--- src/hw/intc_pkg.sv ---
// Constants and carrier types shared by the interrupt controller.
package intc_pkg;

    // ****************************************
    // Register word addresses on the bus
    // ****************************************
    localparam logic [3:0] ADR_RESET_CTRL = 4'h0;
    localparam logic [3:0] ADR_INT_CTRL = 4'h1;
    localparam logic [3:0] ADR_INT_CTRL_2 = 4'h2;
    localparam logic [3:0] ADR_INT_CTRL_3 = 4'h3;
    localparam logic [3:0] ADR_FLAG_1 = 4'h4;
    localparam logic [3:0] ADR_FLAG_3 = 4'h6;
    localparam logic [3:0] ADR_ENABLE_1 = 4'h7;
    localparam logic [3:0] ADR_ENABLE_3 = 4'h9;
    localparam logic [3:0] ADR_PRIO_1 = 4'hA;
    localparam logic [3:0] ADR_PRIO_3 = 4'hC;

    // ****************************************
    // Field positions
    // ****************************************
    localparam int PRIO_EN_BIT = 7;
    localparam int GHIGH_BIT = 7;
    localparam int GLOW_BIT = 6;
    localparam int TMR0_EN_BIT = 5;
    localparam int EXT0_EN_BIT = 4;
    localparam int PORT_EN_BIT = 3;
    localparam int TMR0_FLAG_BIT = 2;
    localparam int EXT0_FLAG_BIT = 1;
    localparam int PORT_FLAG_BIT = 0;
    localparam int EDGE0_BIT = 6;
    localparam int TMR0_PRIO_BIT = 2;
    localparam int EXT3_PRIO_BIT = 1;
    localparam int PORT_PRIO_BIT = 0;
    localparam int EXT2_PRIO_BIT = 7;
    localparam int EXT1_PRIO_BIT = 6;
    localparam int EXT1_EN_BIT = 3;

    // ****************************************
    // Values after reset
    // ****************************************
    localparam logic [7:0] RST_ZERO = 8'h00;
    localparam logic [7:0] RST_INT_CTRL_2 = 8'hFF;
    localparam logic [7:0] RST_INT_CTRL_3 = 8'hC0;

    // ****************************************
    // Vectors and timing
    // ****************************************
    localparam logic [15:0] VEC_HIGH = 16'h0008;
    localparam logic [15:0] VEC_LOW = 16'h0018;
    localparam logic [1:0] CYC_PER_INSTR_M1 = 2'h3;

    // Controller sequence, one-hot.
    typedef enum logic [2:0] {
        ST_RUN = 3'b001,
        ST_ARMED = 3'b010,
        ST_VECT = 3'b100
    } seq_e;

    // Vector request to the core.
    typedef struct packed {
        logic take;
        logic high;
        logic [15:0] addr;
    } core_vec_s;

    // Avalon-MM slave request.
    typedef struct packed {
        logic [3:0] address;
        logic read;
        logic write;
        logic [31:0] writedata;
        logic [3:0] byteenable;
    } avm_req_s;

    // Controller state, all but wake_req.
    typedef struct packed {
        seq_e seq;
        logic [1:0] div;
        logic prio_en;
        logic [7:0] ictl;
        logic [7:0] ictl2;
        logic [7:0] ictl3;
        logic [23:0] pflag;
        logic [23:0] pen;
        logic [23:0] ppri;
        logic hi_act;
        logic lo_act;
        logic [7:0] sy1;
        logic [7:0] sy2;
        logic [7:0] sy3;
        logic [7:0] lvl;
        logic ack;
        logic [7:0] rdata;
        core_vec_s vec;
    } st_s;

endpackage

--- src/hw/two_level_interrupt_controller.sv ---
// Two-level interrupt controller with an Avalon-MM register port.
//
// Summary of operation
// - High goes to 0008h, low to 0018h.
// - Pending high request preempts low service.
// - Thirteen registers including nine peripheral ones.
// - Each source has flag, enable, priority; pin 0 has no priority bit and is always high.
// - Priorities only when priority_enable set.
// - global_high_enable admits high-priority sources.
// - Low sources need both global enables.
// - Flag, enable, globals set: vector immediately.
// - priority_enable clear means compatibility mode.
// - Compatibility: bit 6 peripherals, bit 7 all.
// - Compatibility mode always vectors to 0008h.
// - Taking interrupt clears the matching global enable.
// - No low service during high service.
// - Core pushes return address, loads vector.
// - Return instruction sets the cleared global enable.
// - Pin interrupts take three to four cycles.
// - Flags set regardless of any enable.
// - Flags stay set until software clears.
// - Edge select: one rising, zero falling.
//
// Decided for this implementation: the placing of the registers and the Avalon-MM register port.
`timescale 1ns/1ps
`default_nettype none

module two_level_interrupt_controller
    import intc_pkg::*;
(
    input wire logic sys_clk, // 20 MHz clock.
    input wire logic reset_n, // Synchronous reset, low.
    input wire intc_pkg::avm_req_s avm, // Bus request.
    output logic waitrequest, // Bus stall.
    output logic [31:0] readdata, // Bus read data.
    input wire logic [3:0] ext_pin, // External interrupt pins.
    input wire logic [3:0] port_pin, // Change-watched pins.
    input wire logic tmr0_overflow, // Timer 0 overflow pulse.
    input wire logic [23:0] periph_event, // Peripheral pulses.
    input wire logic return_from_interrupt_instr, // Return pulse.
    output intc_pkg::core_vec_s core_vec, // Vector to core.
    output logic wake_req // Leave idle or sleep.
);
    import intc_pkg::*;

    // ****************************************
    // State
    // ****************************************
    st_s st;
    st_s next_st;
    logic wake_req_next;

    // All controller state but wake_req lives in one packed record. The divider
    // makes the instruction tick, the three pin stages filter the
    // asynchronous pins, and lvl holds the last accepted pin level.
    // The two service marks record which level is in progress, so a
    // return knows which global enable to set again.
    // Keeping every bit but wake_req in one record means reset and the register
    // update are written once, at the cost of a wide next-state copy.

    // ****************************************
    // Bus handshake
    // ****************************************

    // One wait cycle on every access keeps read data registered.
    assign waitrequest = (avm.read | avm.write) & ~st.ack;
    assign readdata = {24'h000000, st.rdata};
    assign core_vec = st.vec;

    // ****************************************
    // Next state
    // ****************************************

    // All behaviour is worked out here on a copy of the state.
    always_comb
    begin
        logic tick;
        logic req;
        logic [7:0] edge_ok;
        logic [7:0] chg;
        logic [5:0] core_act;
        logic [5:0] core_pri;
        logic [23:0] per_act;
        logic [7:0] wv;
        logic hi_req;
        logic lo_req;
        logic ext_hit;
        tick = 1'b0;
        req = 1'b0;
        edge_ok = 8'h00;
        chg = 8'h00;
        core_act = 6'h00;
        core_pri = 6'h00;
        per_act = 24'h000000;
        wv = 8'h00;
        hi_req = 1'b0;
        lo_req = 1'b0;
        ext_hit = 1'b0;
        next_st = st;
        next_st.vec.take = 1'b0;

        // The instruction clock is a one-cycle enable every fourth
        // system clock.
        tick = (st.div == CYC_PER_INSTR_M1);
        next_st.div = tick ? 2'h0 : st.div + 2'h1;

        // Pins pass three flops; a level counts once the last two
        // agree, which filters a glitch shorter than one clock.
        next_st.sy1 = {port_pin, ext_pin};
        next_st.sy2 = st.sy1;
        next_st.sy3 = st.sy2;
        for (int i = 0; i < 8; i++)
        begin
            chg[i] = (st.sy2[i] == st.sy3[i]) &&
                (st.sy3[i] != st.lvl[i]);
            if (chg[i])
            begin
                next_st.lvl[i] = st.sy3[i];
            end
        end

        // Edge polarity per external pin.
        edge_ok[0] = st.sy3[0] == st.ictl2[EDGE0_BIT];
        edge_ok[1] = st.sy3[1] == st.ictl2[EDGE0_BIT - 1];
        edge_ok[2] = st.sy3[2] == st.ictl2[EDGE0_BIT - 2];
        edge_ok[3] = st.sy3[3] == st.ictl2[EDGE0_BIT - 3];

        // Bus: the access is answered one cycle after it appears.
        // Read data is latched on the first cycle, so it stands from
        // a register while waitrequest is low. A master that drops
        // its request early simply leaves the answer unused.
        req = avm.read | avm.write;
        next_st.ack = req & ~st.ack;
        if (req && !st.ack)
        begin
            case (avm.address)
                ADR_RESET_CTRL: next_st.rdata =
                    {st.prio_en, 7'h00};
                ADR_INT_CTRL: next_st.rdata = st.ictl;
                ADR_INT_CTRL_2: next_st.rdata = st.ictl2;
                ADR_INT_CTRL_3: next_st.rdata = st.ictl3;
                4'h4: next_st.rdata = st.pflag[7:0];
                4'h5: next_st.rdata = st.pflag[15:8];
                ADR_FLAG_3: next_st.rdata = st.pflag[23:16];
                ADR_ENABLE_1: next_st.rdata = st.pen[7:0];
                4'h8: next_st.rdata = st.pen[15:8];
                ADR_ENABLE_3: next_st.rdata = st.pen[23:16];
                ADR_PRIO_1: next_st.rdata = st.ppri[7:0];
                4'hB: next_st.rdata = st.ppri[15:8];
                ADR_PRIO_3: next_st.rdata = st.ppri[23:16];
                default: next_st.rdata = 8'h00;
            endcase
        end

        // The write lands on the cycle the master sees the answer.
        wv = avm.writedata[7:0];
        if (avm.write && st.ack && avm.byteenable[0])
        begin
            case (avm.address)
                ADR_RESET_CTRL: next_st.prio_en = wv[PRIO_EN_BIT];
                ADR_INT_CTRL: next_st.ictl = wv;
                ADR_INT_CTRL_2: next_st.ictl2 = wv;
                ADR_INT_CTRL_3: next_st.ictl3 = wv;
                4'h4: next_st.pflag[7:0] = wv;
                4'h5: next_st.pflag[15:8] = wv;
                ADR_FLAG_3: next_st.pflag[23:16] = wv;
                ADR_ENABLE_1: next_st.pen[7:0] = wv;
                4'h8: next_st.pen[15:8] = wv;
                ADR_ENABLE_3: next_st.pen[23:16] = wv;
                ADR_PRIO_1: next_st.ppri[7:0] = wv;
                4'hB: next_st.ppri[15:8] = wv;
                ADR_PRIO_3: next_st.ppri[23:16] = wv;
                default: next_st.ppri = next_st.ppri;
            endcase
        end

        // Events set flags after the write, so a set in the same
        // cycle as a software clear wins. Hardware never clears a
        // flag on its own.
        if (tmr0_overflow)
        begin
            next_st.ictl[TMR0_FLAG_BIT] = 1'b1;
        end
        if (chg[0] && edge_ok[0])
        begin
            next_st.ictl[EXT0_FLAG_BIT] = 1'b1;
        end
        for (int i = 1; i < 4; i++)
        begin
            if (chg[i] && edge_ok[i])
            begin
                next_st.ictl3[i - 1] = 1'b1;
            end
        end
        if (|chg[7:4])
        begin
            next_st.ictl[PORT_FLAG_BIT] = 1'b1;
        end
        next_st.pflag = next_st.pflag | periph_event;

        // Per-source request: flag and enable. Order is timer 0,
        // pin 0, pins 1 to 3, port change.
        core_act[0] = st.ictl[TMR0_FLAG_BIT] & st.ictl[TMR0_EN_BIT];
        core_act[1] = st.ictl[EXT0_FLAG_BIT] & st.ictl[EXT0_EN_BIT];
        core_act[2] = st.ictl3[0] & st.ictl3[EXT1_EN_BIT];
        core_act[3] = st.ictl3[1] & st.ictl3[EXT1_EN_BIT + 1];
        core_act[4] = st.ictl3[2] & st.ictl3[EXT1_EN_BIT + 2];
        core_act[5] = st.ictl[PORT_FLAG_BIT] & st.ictl[PORT_EN_BIT];
        per_act = st.pflag & st.pen;

        // Pin 0 has no priority bit and is always high.
        core_pri[0] = st.ictl2[TMR0_PRIO_BIT];
        core_pri[1] = 1'b1;
        core_pri[2] = st.ictl3[EXT1_PRIO_BIT];
        core_pri[3] = st.ictl3[EXT2_PRIO_BIT];
        core_pri[4] = st.ictl2[EXT3_PRIO_BIT];
        core_pri[5] = st.ictl2[PORT_PRIO_BIT];

        // Wake-up ignores the global enables.
        next_st.ictl = next_st.ictl;
        ext_hit = (|core_act) | (|per_act);

        if (st.prio_en)
        begin
            hi_req = st.ictl[GHIGH_BIT] &
                ((|(core_act & core_pri)) |
                 (|(per_act & st.ppri)));
            lo_req = st.ictl[GHIGH_BIT] & st.ictl[GLOW_BIT] &
                ~st.hi_act &
                ((|(core_act & ~core_pri)) |
                 (|(per_act & ~st.ppri)));
        end
        else
        begin
            // Priority bits play no part here.
            hi_req = st.ictl[GHIGH_BIT] & ((|core_act) |
                (st.ictl[GLOW_BIT] & (|per_act)));
            lo_req = 1'b0;
        end

        // Sequence: a request seen on one instruction tick is taken
        // on the next, giving a fixed latency whatever the core runs.
        // The level is chosen again at the second tick, so a high
        // request that arrives meanwhile wins over a low one.
        // Taking clears the matching global enable in the same cycle,
        // and that clear overrides a software write to the register.
        case (st.seq)
            ST_RUN:
            begin
                if (tick && (hi_req || lo_req))
                begin
                    next_st.seq = ST_ARMED;
                end
            end
            ST_ARMED:
            begin
                if (tick)
                begin
                    next_st.seq = ST_VECT;
                    if (hi_req)
                    begin
                        next_st.vec.take = 1'b1;
                        next_st.vec.high = 1'b1;
                        next_st.vec.addr = VEC_HIGH;
                        next_st.ictl[GHIGH_BIT] = 1'b0;
                        next_st.hi_act = 1'b1;
                    end
                    else if (lo_req)
                    begin
                        next_st.vec.take = 1'b1;
                        next_st.vec.high = 1'b0;
                        next_st.vec.addr = VEC_LOW;
                        next_st.ictl[GLOW_BIT] = 1'b0;
                        next_st.lo_act = 1'b1;
                    end
                    else
                    begin
                        // Request withdrawn before it was taken.
                        next_st.seq = ST_RUN;
                    end
                end
            end
            ST_VECT:
            begin
                next_st.seq = ST_RUN;
            end
            default:
            begin
                next_st.seq = ST_RUN;
            end
        endcase

        // Return sets again the enable the matching take cleared;
        // high service is unwound first since it nests inside low.
        // A return with no service marked sets the high enable, which
        // is also the only enable that a compatibility-mode take clears.
        if (return_from_interrupt_instr)
        begin
            if (st.hi_act || !st.lo_act)
            begin
                next_st.ictl[GHIGH_BIT] = 1'b1;
                next_st.hi_act = 1'b0;
            end
            else
            begin
                next_st.ictl[GLOW_BIT] = 1'b1;
                next_st.lo_act = 1'b0;
            end
        end

        // Reset clears every enable, priority mode and flags.
        if (!reset_n)
        begin
            next_st = '0;
            next_st.seq = ST_RUN;
            next_st.ictl = RST_ZERO;
            next_st.ictl2 = RST_INT_CTRL_2;
            next_st.ictl3 = RST_INT_CTRL_3;
            next_st.vec.addr = VEC_HIGH;
            ext_hit = 1'b0;
        end
        next_st.vec.high = next_st.vec.high;
        wake_req_next = ext_hit;
    end

    // ****************************************
    // Registers
    // ****************************************

    // The wake request is registered so it is a clean level.
    // Reset is handled in the next-state logic, so this process holds
    // nothing but the flip-flops themselves.
    always_ff @(posedge sys_clk)
    begin
        st <= next_st;
        wake_req <= wake_req_next;
    end

endmodule

`default_nettype wire

--- config.mk ---
export PLATFORM = sky130hd
export DESIGN_NAME = two_level_interrupt_controller
export DESIGN_NICKNAME = d
export VERILOG_FILES = /design/src/hw/intc_pkg.sv /design/src/hw/two_level_interrupt_controller.sv
export SDC_FILE = /design/constraint.sdc
export NUM_CORES = 1
export LEC_CHECK = 0
export BUFFER_PORTS_ARGS = -buffer_cell sky130_fd_sc_hd__buf_2
export CAP_MARGIN = 40
export CORE_MARGIN = 4
export CORE_UTILIZATION = 58
export CTS_BUF_LIST = sky130_fd_sc_hd__clkbuf_2
export CTS_CLUSTER_DIAMETER = 50
export DETAILED_ROUTE_END_ITERATION = 6
export HOLD_SLACK_MARGIN = 0.12
export PLACE_DENSITY = 0.82
export SLEW_MARGIN = 20
export SYNTH_ARGS = -nofsm -noshare
export SYNTH_HDL_FRONTEND = slang
export SYNTH_SLANG_ARGS = --single-unit
--- constraint.sdc ---
create_clock -name sys_clk -period 2.42 [get_ports sys_clk]
set_clock_uncertainty 0.15 [all_clocks]
set_input_delay 0.726 -clock sys_clk [delete_from_list [all_inputs] [get_ports sys_clk]]
set_output_delay 0.726 -clock sys_clk [all_outputs]
set_load 0.05 [all_outputs]
[Yosys cells after proc, flatten, opt, wreduce, memory -nomap -nowiden]
Cells that the tools add are included.
Storage, ports and cells
  flip-flop bits (word level): 164
  latch bits: 0
  memory bits (writable): 0
  memory bits (read-only): 0
  bits of input ports: 78
  output and inout port bits: 52
  memories kept: 0
Cells by class
  $add $sub $neg: 1
  multiply operators: 0
  divide/modulo/power cells: 0
  magnitude comparators: 0
  equal/unequal tests: 37
  shifts and indexed selects: 0
  muxes and demuxes: 45
  bitwise gates (word level): 29
  reductions and logical operators: 61
Operator list (count)
  case mux 8 bit (13 select lines): 1
  two-way mux 8 bit: 12
  two-way mux 96 bit: 1
  bitwise AND 24 bit: 3
  OR reduction 24 bit: 3
  two-way mux 18 bit: 2
  AND reduction 2 bit: 17
  nonzero test 2 bit: 13
  inverter 24 bit: 1
  OR 24 bit: 1
  equality test 4 bit, second input constant: 5
  two-way mux 1 bit: 18
  OR reduction 6 bit: 3
  equality test 4 x 3 -> 1 bit, second input constant: 4
  logical AND 1 bit: 16
  bitwise AND 1 bit: 13
  bitwise AND 6 bit: 2
  equality test 1 bit: 12
  two-way mux 2 bit: 6
  two-way mux 3 bit: 4
  equality test 4 x 2 -> 1 bit, second input constant: 2
  != test 1 bit: 8
  inverter 6 bit: 1
  case mux 3 bit (2 select lines): 1
  14 further kinds: 24

[Longest topological paths before layout]
  depth in word-level cells: 12
  gate-level depth with buffers: 9
  gate-level depth less buffers: 6

[Least setup slack after synthesis]
Ideal clock, no wire load.
  path kind: in2out
  start: input avm[36] (netlist name)
  end: output waitrequest
  arrival time: 1555 ps
  data required time: 1544 ps
  path slack: -11 ps
  cell stages on the path: 4
  cells stage by stage: nor2_1 or2_2 clkbuf_1 inv_1
On the way
  word-level cells in the longest chain between the ends: 2
Ends and longest elaborated chain
  start, declared: RTL line two_level_interrupt_controller.sv:33  | input wire intc_pkg::avm_req_s avm,
  OR 1 bit: RTL line two_level_interrupt_controller.sv:66  | assign waitrequest = (avm.read | avm.write) & ~st.ack;
  bitwise AND 1 bit: RTL line two_level_interrupt_controller.sv:66
  end, declared: RTL line two_level_interrupt_controller.sv:34  | output logic waitrequest,
Every way passes these cells.

[Worst setup path after layout]
  start: register st[26] (netlist name)
  end: output waitrequest
On the way
  word-level cells in the longest chain between the ends: 2
Ends and longest elaborated chain
  start, declared: RTL line two_level_interrupt_controller.sv:49  | st_s st;
  start signal, assigned: RTL line two_level_interrupt_controller.sv:335  | st <= next_st;
  inverter 1 bit: RTL line two_level_interrupt_controller.sv:66
  bitwise AND 1 bit: RTL line two_level_interrupt_controller.sv:66
Every way passes these cells.

==> results.txt <==
Root Buffer Master = clkbuf_2
post-synth top area cell = dfxtp_1
Die H = 121.4 um
critical path data arrival time = 1530 ps
Main synth FF type = dfxtp_1
crit-path cells = or2_4 -> inv_2 -> buf_8
Post-Synth XOR/XNOR Area = 0%
Synth Warn # = 0
initial antenna violation count = 0
DIE AREA = 14740 sq um
drt first pass iters = 5
Ports = 130
WL/cell = 20.41 um
Hold WC Path Type = in -> reg
Net Sw Power = 1.498 mW
Die Wd = 121.4 um
# setup viols final = 0
FFs w/ async S/R, synth = 0%
register bit total from synthesis = 150
r2r setup slk = 100 ps
Final ANT Viol Nets = 0
simple-gate share of the synthesized area = 21.60%
first-pass GRT wire length = 37450 um
RSZ-0062 raised after global routing = yes
clk_lat worst skew = 760 ps
CTS buffer count = 17
critical path fanouts, max = 2
adder-cell area share of the yosys netlist = 0.1677%
Area growth syn-to-layout = 20.19%
vias = 7025
Mapped Area = 7460 sq um
DR iter-0 viols = 781
Hold Slack = 203.7 ps
Logic pwr share = 15.2%
maxcap violations = 0
period utilization = 99.45%
Reg clk slew, reported paths = 240 ps
Vias/cell = 5.928
slowest stage cell, crit path = dfxtp_2
multiplexer area fraction after synthesis = 14.44%
Power per Cell Area = 514.3 nW/um^2
routed wire length = 24180 um
Peak VDD IR = 0.5227 mV
status = finished clean
crit path time final = 2407 ps
remaining global-route overflow = 0
area of the multi-input gates = 3881 sq um
nets = 1079
largest net degree at the start of global routing = 56
Buffers on Ports = 64
Reg2Reg Depth = 7
mean area per synthesized cell = 8.755 sq um
Synth area leaders = dfxtp_1, mux2i_1, buf_4
sequential cell area = 3004 sq um
Final Hold Viols = 0
Internal = 3.114 mW
Commonest cells post-synth = dfxtp_1, mux2i_1, nor2_1
final slew viol count = 0
Reg-to-Reg End = st[160]$_SDFFE_PN1P_
share of the synthesized area in the top cell type = 40.25%
Sw Ratio = 32.48%
achievable frequency = 0.4155 GHz
Critical Path Start = st[26]$_SDFF_PN0_
share of cells above drive strength 1 = 22.41%
DRC = 0
Pwr Total = 4.611 mW
# fillers = 987
Syn Inst Count = 852
Seq/Total Area, Yosys = 40.25%
Num Clock Sinks = 150
starting density of the core = 59.11%
CP peak stage delay = 360 ps
Slew HR = 60.98%
core area = 12620 sq um
CTS tree = yes
Leak = 3.721 nW
post-DP HPWL = 17530 um
Startpoint Class = flip-flop
worst slew pin tran = 580.0 ps
EDFF count, synth = 0
GRT Overall Usage = 33.51%
Seq pwr share = 56.8%
crit path capture = waitrequest
WS Path Type = reg -> out
diode count = 0
most frequent cell after synthesis = dfxtp_1
GP Congestion = 1.117
Worst setup EP type = primary output
largest family of logic cells by synthesized area = simple AND/OR/NAND/NOR gates
CTS Buffer Depth = 2
vias in the first global route = 6843
Clk network pwr share = 28.1%
RR Startpoint = st[132]$_SDFF_PN0_
row cnt = 41
Worst Path Required = 1540 ps
Unique masters post-synth = 61
complex-gate fraction of the synthesized area = 13.87%
H-tree levels = 4
[timing repair]
item,in CTS,in global routing
pin swaps,1,0
hold buffers,35,0
hold endpoints to repair,37,0
endpoints found under the setup margin,1,1
resized for setup,5,0
buffers inserted,0,0
[worst max-delay path, delay by kind of cell, from the launching register on]
family	cells	cell delay [ps]
flops	1	360
simple gates	1	230
buf+inv	2	210
[layout make-up]
type | count | area share [%]
flip-flops and latches | 150 | 33.51
multi-input cells | 605 | 43.29
clock buffers | 19 | 1.061
clock inverters | 13 | 1.284
inverters | 38 | 1.605
well taps | 172 | 2.400
repair buffers | 188 | 16.86
[sequential cells by signal (all words and copies together) (netlist names)]
| name | count |
|---|---|
| readdata | 8 |
| core_vec | 4 |
| st | 137 |
| wake_req | 1 |
[how the worst min path moves through the flow]
| stage | startpoint | to | slack, ps | depth (start not counted) |
|---|---|---|---|---|
| floorplan | st[158]$_SDFF_PP0_ | st[158]$_SDFF_PP0_ | 260 | 1 |
| global placement | st[57]$_SDFF_PN0_ | st[49]$_SDFF_PN0_ | 260 | 1 |
| detailed placement | st[54]$_SDFF_PN0_ | st[46]$_SDFF_PN0_ | 270 | 1 |
| CTS | avm[7] | st[152]$_SDFFE_PN0P_ | 150 | 3 |
| global route | avm[4] | st[141]$_SDFFE_PN1P_ | 150 | 3 |
| finish | avm[4] | st[141]$_SDFFE_PN1P_ | 200 | 3 |
[routing by layer]
| metal | global-route usage [%] | up-vias | share of wire (%) |
|---|---|---|---|
| met3 | 8.671 | 75 | 9.8 |
| met5 | 0 | - | 0 |
| met2 | 53.06 | 395 | 46 |
| li1 | - | 3244 | - |
| met4 | 14.92 | 0 | 3.5 |
| met1 | 43.02 | 3311 | 41 |
[cells by family after synthesis]
family | after synthesis
adders and majority gates | 1
buffers and inverters | 134
AOI/OAI and AO/OA | 158
and+or+nand+nor | 303
other | 1
DFF | 150
muxes | 105
[through the flow]
stage,setup TNS (ps),instances,cell area (sq um),worst slack [ps],util [%]
2_1_floorplan,0,889,7599,101.4,-
3_3_place_gp,-315.8,1118,8392,-61.63,66.50
3_5_place_dp,-865.4,1118,8392,-119.8,66.50
4_1_cts,-38.73,1185,8966,-38.73,71.05
5_1_grt,-64.56,1185,8966,-64.56,71.05
6_report,0,1185,8966,13.40,71.05
[power by group through the flow]
stage / Clock [mW] / Combinational [mW] / Sequential [mW]
detailed placement: 0 / 0.634 / 2.66
global placement: 0 / 0.625 / 2.66
finish: 1.29 / 0.699 / 2.62
CTS: 1.32 / 0.682 / 2.61
global route: 1.42 / 0.742 / 2.62
floorplan: 0 / 0.468 / 2.63
[layout by cell type, fill, tap and decap left out, types with 6 or more instances in the layout]
cell type / instances
inv_1: 35
nor3_1: 7
conb_1: 38
nor3b_1: 6
a32oi_1: 6
buf_12: 13
nand3_1: 56
nor2b_1: 7
a31oi_1: 11
buf_4: 76
clkbuf_2: 19
a21oi_1: 51
buf_2: 63
nand3b_1: 12
mux2i_1: 93
nand2b_1: 9
and2_1: 25
o21ai_0: 19
o22ai_1: 12
nor2_1: 66
nand4_1: 11
a22oi_1: 25
mux2_2: 11
dfxtp_1: 149
nor2_4: 6
dlygate4sd3_1: 35
nand2_1: 64
Power figures use the tool's default switching activity.
